==> src/core/uisl_params.svh <==
/*
 * Constants of the interrupt source level and event latch block:
 * register offsets, field positions, widths and the id settle time.
 * Assumes it is included by bare name from the package and modules.
 */
`ifndef UISL_PARAMS_SVH
`define UISL_PARAMS_SVH

`define UISL_ADDR_W          8
`define UISL_DATA_W          8
`define UISL_ADDR_LEVELS     8'h13
`define UISL_ADDR_LATCH      8'h14
`define UISL_NSRC            5
`define UISL_BIT_ID          4
`define UISL_BIT_SESS_END    3
`define UISL_BIT_SESS_VALID  2
`define UISL_BIT_BUS_POWER   1
`define UISL_BIT_HOST_DISC   0
`define UISL_CLK_HZ          50000000
`define UISL_ID_HOLD_MS      50
`define UISL_ID_HOLD_CYCLES  ((`UISL_CLK_HZ / 1000) * `UISL_ID_HOLD_MS)
`define UISL_TMR_W           22

`endif

==> src/core/uisl_pkg.sv <==
/*
 * Types shared by the level and latch modules.
 * Assumes uisl_params.svh is on the include path.
 */
`default_nettype none
`include "uisl_params.svh"

package uisl_pkg;
    // One bit per interrupt source, id at the top
    typedef logic [`UISL_NSRC-1:0] uisl_src_t;

    // Whole state of the top module
    typedef struct packed {
        uisl_src_t                status;  // Levels as reported
        uisl_src_t                latch;   // Sticky events
        logic [`UISL_DATA_W-1:0]  rdata;   // Read answer
        logic                     rvalid;  // Read answer strobe
        logic                     lpm_d;   // Low power, last cycle
        logic                     ser_d;   // Serial mode, last cycle
        logic                     car_d;   // Car-kit mode, last cycle
        logic                     pull_d;  // Id pull-up, last cycle
        logic [`UISL_TMR_W-1:0]   timer;   // Id settle countdown
    } uisl_state_t;
endpackage

`default_nettype wire

==> src/core/uisl_ev_if.sv <==
/*
 * Carrier between the top and the change detector.
 * Assumes both ends sit in one clock domain.
 */
`default_nettype none

interface uisl_ev_if
    import uisl_pkg::*;
();
    uisl_src_t cur;      // Levels this cycle
    uisl_src_t prev;     // Levels last cycle
    uisl_src_t rise_en;  // Rising edge enables
    uisl_src_t fall_en;  // Falling edge enables
    uisl_src_t events;   // Unmasked changes

    modport top_side  (output cur, output prev, output rise_en, output fall_en,
                       input events);
    modport edge_side (input cur, input prev, input rise_en, input fall_en,
                       output events);
endinterface

`default_nettype wire

==> src/core/uisl_edge.sv <==
/*
 * Change detector: flags unmasked rising and falling edges per source.
 * Assumes prev is the registered copy of cur.
 */
`default_nettype none

module uisl_edge
    import uisl_pkg::*;
(
    // Level pairs and enables in, events out
    uisl_ev_if.edge_side ev
);
    // Rising needs its rise enable, falling its fall enable
    assign ev.events = (ev.cur & ~ev.prev & ev.rise_en)
                     | (~ev.cur & ev.prev & ev.fall_en);
endmodule

`default_nettype wire

==> src/core/uisl_top.sv <==
/*
 * Interrupt source level register and event latch register.
 * Assumes the register port delivers one-cycle read and write strobes
 * synchronous to clk, and that source levels are already synchronous.
 */
`default_nettype none
`include "uisl_params.svh"

module uisl_top
    import uisl_pkg::*;
#(
    parameter int ID_HOLD_CYCLES = `UISL_ID_HOLD_CYCLES  // Id settle time in cycles
)(
    // Clock and reset
    input  wire logic                    clk,
    input  wire logic                    reset,
    // Register port
    input  wire logic                    reg_rd,
    input  wire logic                    reg_wr,
    input  wire logic [`UISL_ADDR_W-1:0] reg_addr,
    output logic      [`UISL_DATA_W-1:0] reg_rdata,
    output logic                         reg_rvalid,
    // Source levels
    input  wire logic                    id_ground_detect,
    input  wire logic                    session_end_level,
    input  wire logic                    session_valid_level,
    input  wire logic                    bus_power_valid,
    input  wire logic                    host_disconnect_level,
    // Edge enables, one bit per source
    input  wire logic [`UISL_NSRC-1:0]   rise_enable,
    input  wire logic [`UISL_NSRC-1:0]   fall_enable,
    // Mode controls
    input  wire logic                    id_pullup_enable,
    input  wire logic                    plus_line_pulldown,
    input  wire logic                    minus_line_pulldown,
    input  wire logic                    low_power_mode,
    input  wire logic                    serial_mode,
    input  wire logic                    carkit_mode
);
    uisl_state_t st;        // Registered state
    uisl_state_t next_st;   // Next state
    uisl_ev_if   ev ();     // Change detector link
    uisl_src_t   cur;       // Levels as reported this cycle
    logic        host_mode; // Both pull-downs on
    logic        id_frozen; // Id level must not update
    logic        lpm_entry; // Low power mode just entered
    logic        mode_entry;// Serial or car-kit just entered
    logic        rd_levels; // Read of the level register
    logic        rd_latch;  // Read of the latch register

    localparam logic [`UISL_TMR_W-1:0] HOLD = `UISL_TMR_W'(ID_HOLD_CYCLES);
    localparam int PAD = `UISL_DATA_W - `UISL_NSRC;

    // Address match for one of our two registers
    function automatic logic addr_hit(input logic [`UISL_ADDR_W-1:0] a,
                                      input logic [`UISL_ADDR_W-1:0] t);
        addr_hit = (a == t);
    endfunction

    // Change detector
    uisl_edge u_edge (
        .ev (ev)
    );

    assign ev.cur     = cur;
    assign ev.prev    = st.status;
    assign ev.rise_en = rise_enable;
    assign ev.fall_en = fall_enable;

    // Qualifiers of the current cycle
    always_comb begin
        host_mode  = plus_line_pulldown & minus_line_pulldown;
        // Freeze covers the enabling cycle itself, before the timer loads
        id_frozen  = !id_pullup_enable || !st.pull_d || (st.timer != '0);
        lpm_entry  = low_power_mode & ~st.lpm_d;
        mode_entry = (serial_mode & ~st.ser_d) | (carkit_mode & ~st.car_d);
        // A write strobe wins, so a write never clears the latch
        rd_levels  = reg_rd & ~reg_wr & addr_hit(reg_addr, `UISL_ADDR_LEVELS);
        rd_latch   = reg_rd & ~reg_wr & addr_hit(reg_addr, `UISL_ADDR_LATCH);
    end

    // Reported levels
    always_comb begin
        cur = st.status;
        cur[`UISL_BIT_SESS_END]   = session_end_level;
        cur[`UISL_BIT_SESS_VALID] = session_valid_level;
        cur[`UISL_BIT_BUS_POWER]  = bus_power_valid;
        if (!id_frozen) begin
            cur[`UISL_BIT_ID] = id_ground_detect;
        end
        // Low power zeroes the disconnect level; else outside host mode it is held, not tracked
        if (low_power_mode) begin
            cur[`UISL_BIT_HOST_DISC] = 1'b0;
        end else if (host_mode) begin
            cur[`UISL_BIT_HOST_DISC] = host_disconnect_level;
        end
    end

    // Next state
    always_comb begin
        next_st        = st;
        next_st.status = cur;
        next_st.lpm_d  = low_power_mode;
        next_st.ser_d  = serial_mode;
        next_st.car_d  = carkit_mode;
        next_st.pull_d = id_pullup_enable;
        next_st.rvalid = rd_levels | rd_latch;
        // Id settle countdown
        if (!id_pullup_enable) begin
            next_st.timer = '0;
        end else if (!st.pull_d) begin
            next_st.timer = HOLD;
        end else if (st.timer != '0) begin
            next_st.timer = st.timer - 1'b1;
        end
        // Mode entries clear; a same-cycle event still survives
        if (lpm_entry || mode_entry) begin
            next_st.latch = '0;
        end
        if (rd_latch) begin
            // Event in the read cycle goes out in the data only
            next_st.rdata = {{PAD{1'b0}}, st.latch | ev.events};
            next_st.latch = '0;
        end else begin
            next_st.latch = next_st.latch | ev.events;
        end
        if (rd_levels) begin
            next_st.rdata = {{PAD{1'b0}}, st.status};
        end
        // Disconnect level and its latch bit start from the attach state
        if (reset) begin
            next_st = '0;
            next_st.status[`UISL_BIT_HOST_DISC] = host_disconnect_level;
            next_st.latch[`UISL_BIT_HOST_DISC]  = host_disconnect_level;
        end
    end

    // State register
    always_ff @(posedge clk) begin
        st <= next_st;
    end

    assign reg_rdata  = st.rdata;
    assign reg_rvalid = st.rvalid;

    // Checks
    property p_levels_read;
        @(posedge clk) disable iff (reset)
        rd_levels |=> reg_rvalid && (reg_rdata == {{PAD{1'b0}}, $past(st.status)});
    endproperty
    a_levels_read: assert property (p_levels_read) else $error("level read wrong");

    property p_id_freeze;
        @(posedge clk) disable iff (reset)
        !id_pullup_enable |=> $stable(st.status[`UISL_BIT_ID]);
    endproperty
    a_id_freeze: assert property (p_id_freeze) else $error("id level moved");

    property p_id_hold;
        @(posedge clk) disable iff (reset)
        $rose(id_pullup_enable) |=> (st.timer == HOLD);
    endproperty
    a_id_hold: assert property (p_id_hold) else $error("id timer not loaded");

    property p_hd_lpm;
        @(posedge clk) disable iff (reset)
        low_power_mode |=> !st.status[`UISL_BIT_HOST_DISC];
    endproperty
    a_hd_lpm: assert property (p_hd_lpm) else $error("disconnect not zero");

    property p_hd_reset;
        @(posedge clk)
        reset |=> (st.status[`UISL_BIT_HOST_DISC] == $past(host_disconnect_level))
              && (st.latch[`UISL_BIT_HOST_DISC] == $past(host_disconnect_level));
    endproperty
    a_hd_reset: assert property (p_hd_reset) else $error("disconnect reset wrong");

    property p_latch_set;
        @(posedge clk) disable iff (reset)
        (ev.events != '0) && !rd_latch |=> ((st.latch & $past(ev.events)) == $past(ev.events));
    endproperty
    a_latch_set: assert property (p_latch_set) else $error("event not latched");

    property p_read_clear;
        @(posedge clk) disable iff (reset)
        rd_latch |=> (st.latch == '0) && reg_rvalid
                  && (reg_rdata == {{PAD{1'b0}}, $past(st.latch | ev.events)});
    endproperty
    a_read_clear: assert property (p_read_clear) else $error("latch read wrong");

    property p_mode_clear;
        @(posedge clk) disable iff (reset)
        (lpm_entry || mode_entry) && (ev.events == '0) |=> (st.latch == '0);
    endproperty
    a_mode_clear: assert property (p_mode_clear) else $error("latch not cleared");

    property p_host_gate;
        @(posedge clk) disable iff (reset)
        !host_mode && !low_power_mode |=> $stable(st.status[`UISL_BIT_HOST_DISC]);
    endproperty
    a_host_gate: assert property (p_host_gate) else $error("disconnect moved");

    property p_fall_mask;
        @(posedge clk) disable iff (reset)
        st.status[`UISL_BIT_BUS_POWER] && !cur[`UISL_BIT_BUS_POWER]
            && !fall_enable[`UISL_BIT_BUS_POWER] |-> !ev.events[`UISL_BIT_BUS_POWER];
    endproperty
    a_fall_mask: assert property (p_fall_mask) else $error("masked fall seen");

    property p_upper_zero;
        @(posedge clk) disable iff (reset)
        reg_rvalid |-> (reg_rdata[`UISL_DATA_W-1:`UISL_NSRC] == '0);
    endproperty
    a_upper_zero: assert property (p_upper_zero) else $error("upper bits set");

    // Main scenarios
    c_read_event: cover property (@(posedge clk) disable iff (reset)
        rd_latch && (ev.events != '0));
    c_id_release: cover property (@(posedge clk) disable iff (reset)
        (st.timer == 1) ##1 (st.timer == 0));
    c_lpm_entry: cover property (@(posedge clk) disable iff (reset)
        lpm_entry && (st.latch != '0));
endmodule

`default_nettype wire

==> config.mk <==
export PLATFORM = sky130hd
export DESIGN_NAME = uisl_top
export DESIGN_NICKNAME = d
export VERILOG_FILES = /design/src/core/uisl_pkg.sv /design/src/core/uisl_ev_if.sv /design/src/core/uisl_edge.sv /design/src/core/uisl_top.sv
export VERILOG_INCLUDE_DIRS = /design/src /design/src/core
export SDC_FILE = /design/constraint.sdc
export NUM_CORES = 1
export LEC_CHECK = 0
export BUFFER_PORTS_ARGS = -buffer_cell sky130_fd_sc_hd__buf_2
export CAP_MARGIN = 10
export CELL_PAD_IN_SITES_DETAIL_PLACEMENT = 1
export CELL_PAD_IN_SITES_GLOBAL_PLACEMENT = 2
export CORE_MARGIN = 2
export CORE_UTILIZATION = 29
export DETAILED_ROUTE_END_ITERATION = 10
export PLACE_DENSITY_LB_ADDON = 0.2
export SYNTH_ARGS = -nofsm -noshare
export SYNTH_HDL_FRONTEND = slang
export SYNTH_SLANG_ARGS = --single-unit
==> constraint.sdc <==
create_clock -name clk -period 2.35 [get_ports clk]
set_input_delay 0.3525 -clock clk [delete_from_list [all_inputs] [get_ports clk]]
set_output_delay 0.3525 -clock clk [all_outputs]
set_load 0.02 [all_outputs]
==> impl_metrics.toml, run 1 <==
[final_layout]
antennaDiodeCount = 0
nets = 343
n_fill_cell = 930
layout-drive-gt1-share = 0.237
area_growth_pct = 19.9

[timing]
fin_ws_ps = 191
setup_tns_ps = 0
slew_violations = 0
finalSetupViolCount = 0
rsz0062_at_grt = "false"
maxSlewHeadroom = 0.494
finalClockSkew_ps = 4.75
period_share = 0.919
min_period_ps = 2160
tightest_slew_ps = 753
fmax_ghz = 0.463
finalHoldViolations = 0

[grt]
antenna_found_initial = 0
overflow = 0
grt_pass1_wl_um = 10200
grt_max_degree = 18
grt_usage = 0.153
grt_pass1_vias = 2127

[yosys]
synthMuxAreaShare = 0.00911
synth_enable_flop_cells = 0
synth_area_per_cell_um2 = 8.42
synth-seq-area-share = 0.383
synth_ff_type = "dfxtp_1"
yosysTopAreaCell = "dfxtp_1"
synth_top_area_frac = 0.383
async_flop_share = 0
synth_simple_gate_area_frac = 0.306
synth_top_family_by_area = "simple AND/OR/NAND/NOR gates"
syn-cell-area_um2 = 2200
yosys-top-cells-area = "dfxtp_1 (38%), nand2_1 (3.8%), a21oi_1 (3.6%), o21ai_0 (3.0%), buf_4 (2.7%)"
ys_warn_count = 0
synth_compound_area_frac = 0.215
postSynthCellCount = 261
synth_xor_area_frac = 0
yosysUniqueCellTypes = 53
synth_fa_ha_area_frac = 0.0114
synth_seq_cells = 42

[routing]
drt_iter0_markers = 66
vias = 2163
drc_errors = 0
first_pass_iters = 4
ant_nets = 0
vias_per_cell = 5.31
totalWireLength_um = 6140
wl_per_cell_um = 15.1

[job]
maxCapViolations = 0

[floorplanning]
start_util = 0.301
coreArea_um2 = 7290
fp.dieW_um = 91.0
pin_count = 42
core.rowCount = 31
die_y_um = 91.0
die-area_um2 = 8290

[cts]
cts_tree = "built"
clk_pin_slew_worst_paths_ps = 80
cts_buffer_depth = 2
cts_buffers = 5
cts_root_buf = "clkbuf_8"
clk_latency_ps = 300
numClockSinks = 42
cts_setup_buffers = 0
cts_max_level = 2

[critical_path]
crit_type = "reg -> reg"
crit_path_start_kind = "flop"
worstPathRequired_ps = 2580
cp.arrival_ps = 2390
critPathCaptureType = "flop"
r2r_cells = 6
path_max_fanout = 8

[power_and_ir_drop]
ir_drop_uv = 256
leakage_uw = 0.00102
total_power_uw = 1540
power_density_nw_per_um2 = 586

[place]
pre_cts_slack_ps = 87.3
place_congestion = 0.717
portBuffers = 38
dpl.hpwl_um = 4670

[hold_path]
worstHoldPathType = "in -> reg"
whs_path_depth = 2

[run_status]
status = "complete, no violations"
## where the power goes
group | leakage [uW] | switching (uW) | internal [uW]
Sequential | 0.000344 | 26.7 | 738
Clock | 0.0000438 | 265 | 200
Combinational | 0.000630 | 174 | 141
## timing repair
item	4_1_cts	5_1_grt
endpoints found under the setup margin	0	1
resized for setup	0	1
hold endpoints to repair	0	0
hold buffers	0	0
## path summary, 6_finish.rpt
check,slack (ps),to,start
worst min-delay path,270,st[24]$_SDFF_PP0_,serial_mode
worst max-delay path,190,st[14]$_SDFFE_PP0P_,st[0]$_SDFFE_PP0P_
worst max register to register,190,st[14]$_SDFFE_PP0P_,st[0]$_SDFFE_PP0P_
worst min register to register,470,st[39]$_SDFF_PP0_,st[39]$_SDFF_PP0_
## Yosys cell counts (3+ instances only)
master / number
dfxtp_1: 42
nand2_1: 22
a21oi_1: 16
inv_1: 13
o21ai_0: 13
nor3_1: 11
buf_4: 8
clkbuf_1: 8
nor2_1: 8
nor2b_1: 8
nor4_1: 8
nand3b_1: 7
or4_1: 7
a31oi_1: 6
o31ai_1: 6
or3_1: 6
nand2b_1: 5
nand3_1: 5
nand4_1: 4
o32ai_1: 4
a2111oi_0: 3
a211oi_1: 3
a311oi_1: 3
nor4b_1: 3
o41ai_1: 3
## layout by cell type (no fill, tap or decap), drive strengths merged, types with 3 or more instances in the layout
cell type,count
a2111oi,3
a211oi,3
a21oi,16
a311oi,3
a31oi,6
buf,57
clkbuf,5
clkinv,3
conb,3
dfxtp,42
inv,13
nand2,22
nand2b,5
nand3,5
nand3b,7
nand4,4
nor2,8
nor2b,8
nor3,11
nor4,8
nor4b,3
o21ai,13
o31ai,6
o32ai,4
o41ai,3
or3,6
or3b,3
or4,9
or4b,3
## stage by stage
stage,cell area [um2],cells,utilization,hold slack [ps]
after global placement,2550,400,0.350,459
after floorplan,2200,263,-,441
after detailed placement,2550,400,0.350,459
after CTS,2630,407,0.361,271
final,2640,407,0.361,275
after global routing,2640,407,0.361,283
## registers in the layout, summed over array words and instances, names as in the netlist
register,cells
reg_rvalid,1
st,31
reg_rdata,5
ev.prev,5
## cells by family after synthesis
group	after synthesis
fa+ha+maj	2
other cells	1
compound gates	69
mux	2
flops	42
simple gates	112
buf+inv	33
## worst max-delay path, stage by stage (launching register included)
cell and delay (ps):
dfxtp_1 350, inv_1 100, ha_1 190, or3b_1 400, or3_4 430, or4b_1 470
a21oi_1 140
## final cells by class
class	instances	area, um2	share of cell area
Timing Repair Buffer	57	333	0.126
Tap cell	99	124	0.0470
Inverter	14	52.6	0.0199
Multi-Input combinational cell	188	1210	0.458
Clock buffer	5	68.8	0.0261
Clock inverter	2	10.0	0.00380
Sequential cell	42	841	0.319
## metal layers
metal  global-route usage  routed length (um)  up-vias
met5                    0                   0        -
met4               0.0530                 104        0
met3               0.0299                 194       10
met2                0.262                3050       35
met1                0.191                2790     1035
li1                     -                   -     1083
Power figures use the tool's default switching activity.
==> run 2, diff against run 1 <==
Settings changed: BUFFER_PORTS_ARGS -buffer_cell sky130_fd_sc_hd__buf_2 to -buffer_cell sky130_fd_sc_hd__clkbuf_2.
==> impl_metrics.toml, run 2 (synthesis gave the netlist of run 1 again) <==
[final_layout]
layout-drive-gt1-share = 0.232
post-route-cell-area_um2 = 2640
fin_cells = 405
nets = 340
mostFrequentLayoutCell = "dfxtp_1"
regMostFlops = "st"
n_fill_cell = 901
antennaDiodeCount = 0
largest_reg_flops = 31
area_growth_pct = 20.3
layout_common_cells = "dfxtp_1 (42), clkbuf_2 (38), nand2_1 (22), a21oi_1 (16), buf_4 (16)"

[run_status]
status = "complete, no violations"

[critical_path]
critPathCaptureType = "flop"
crit_type = "reg -> reg"
path_max_fanout = 8
crit_path_start_kind = "flop"
max_stage_delay_ps = 470
crit_slowest_cell = "or4b_1"
worstPathRequired_ps = 2570
critical-path-top-delay-family = "simple AND/OR/NAND/NOR gates"
cp_cell_sequence = "inv_1, ha_1, or3b_1, or3_4, or4b_1, a21oi_1"
critPathBufInv = 1
cp.arrival_ps = 2370

[cts]
cts_tree = "built"
cts_buffer_depth = 2
cts_setup_buffers = 0
numClockSinks = 42
cts_max_level = 2
cts_buffers = 5
clk_pin_slew_worst_paths_ps = 90
postCtsResizedCells = 0
clk_latency_ps = 300
hold_buffers = 0
cts_root_buf = "clkbuf_8"

[power_and_ir_drop]
p_int_uw = 1190
ir_drop_uv = 331
power.share.sequential = 0.465
switching_power_uw = 465
combPwrFrac = 0.186
leakage_uw = 0.00102
sw_frac_of_total = 0.282
power_density_nw_per_um2 = 624
clockPowerShare = 0.349

[hold_path]
worstHoldPathType = "in -> reg"

[timing]
fmax_ghz = 0.466
finalHoldViolations = 0
maxSlewHeadroom = 0.538
finalSetupViolCount = 0
setup_tns_ps = 0
slew_violations = 0
tightest_slew_ps = 676
finalClockSkew_ps = 6.61
period_share = 0.913
min_period_ps = 2150
rsz0062_at_grt = "false"
fin_ws_ps = 204

[routing]
wl_per_cell_um = 15.3
wl_met1_um = 2870
totalWireLength_um = 6180
wl_met2_um = 3020
ant_nets = 0
dr_wl_met3_um = 213
vias_per_cell = 5.30
top_layer = "met4"
drc_errors = 0
vias = 2145
drt_iter0_markers = 59
first_pass_iters = 4

[grt]
grt_pass1_vias = 2123
antenna_found_initial = 0
grt_pass1_wl_um = 10300
overflow = 0
grt_max_degree = 18
grt_usage = 0.151

[floorplanning]
core.rowCount = 31
coreArea_um2 = 7290
fp.dieW_um = 91.0
die_y_um = 91.0
die-area_um2 = 8290
pin_count = 42
start_util = 0.301

[place]
place_congestion = 0.709
pre_cts_slack_ps = 94.9
placed_area_um2 = 2530
dp.cells = 397
dpl.hpwl_um = 4580
portBuffers = 38

[job]
maxCapViolations = 0
-- run 2: cell count changes in the layout (fill, tap and decap cells not counted), sizes merged --
cell	delta
clkbuf	+38
buf	-41
bufinv	+1
-- run 2: per-stage QoR --
| stage | util | total power [uW] | hold slack, ps |
|---|---|---|---|
| final | 0.362 | 1650 | 282 |
| after global routing | 0.362 | 1750 | 287 |
| after CTS | 0.362 | 1670 | 277 |
| after detailed placement | 0.347 | 1090 | 469 |
| after global placement | 0.347 | 1080 | 457 |
| after floorplan | - | 964 | 441 |
-- run 2: power groups by stage --
stage	logic (uW)	registers, uW	clock network (uW)
3_3_place_gp	301	782	0
2_1_floorplan	191	773	0
6_report	307	767	576
3_5_place_dp	304	783	0
5_1_grt	343	772	638
4_1_cts	306	766	593
-- run 2: routing by layer --
metal,up-vias,global-route usage
li1,1074,-
met1,1025,0.195
met2,39,0.257
met3,7,0.0282
met4,0,0.0442
met5,-,0
-- run 2: worst paths after layout --
check | start | end | slack, ps | depth (start not counted)
setup / recovery | st[0]$_SDFFE_PP0P_ | st[14]$_SDFFE_PP0P_ | 200 | 6
hold / removal | serial_mode | st[24]$_SDFF_PP0_ | 280 | 2
setup reg to reg | st[0]$_SDFFE_PP0P_ | st[14]$_SDFFE_PP0P_ | 200 | 6
hold reg to reg | st[39]$_SDFF_PP0_ | st[39]$_SDFF_PP0_ | 480 | 2
-- run 2: layout make-up --
cell class	count	area (um2)	share of cell area
inverter	14	52.6	0.0199
clock buffer	5	68.8	0.0260
tap	99	124	0.0469
multi-input combinational	188	1210	0.456
timing repair buffer	54	310	0.117
clock inverter	3	40.0	0.0152
sequential	42	841	0.318
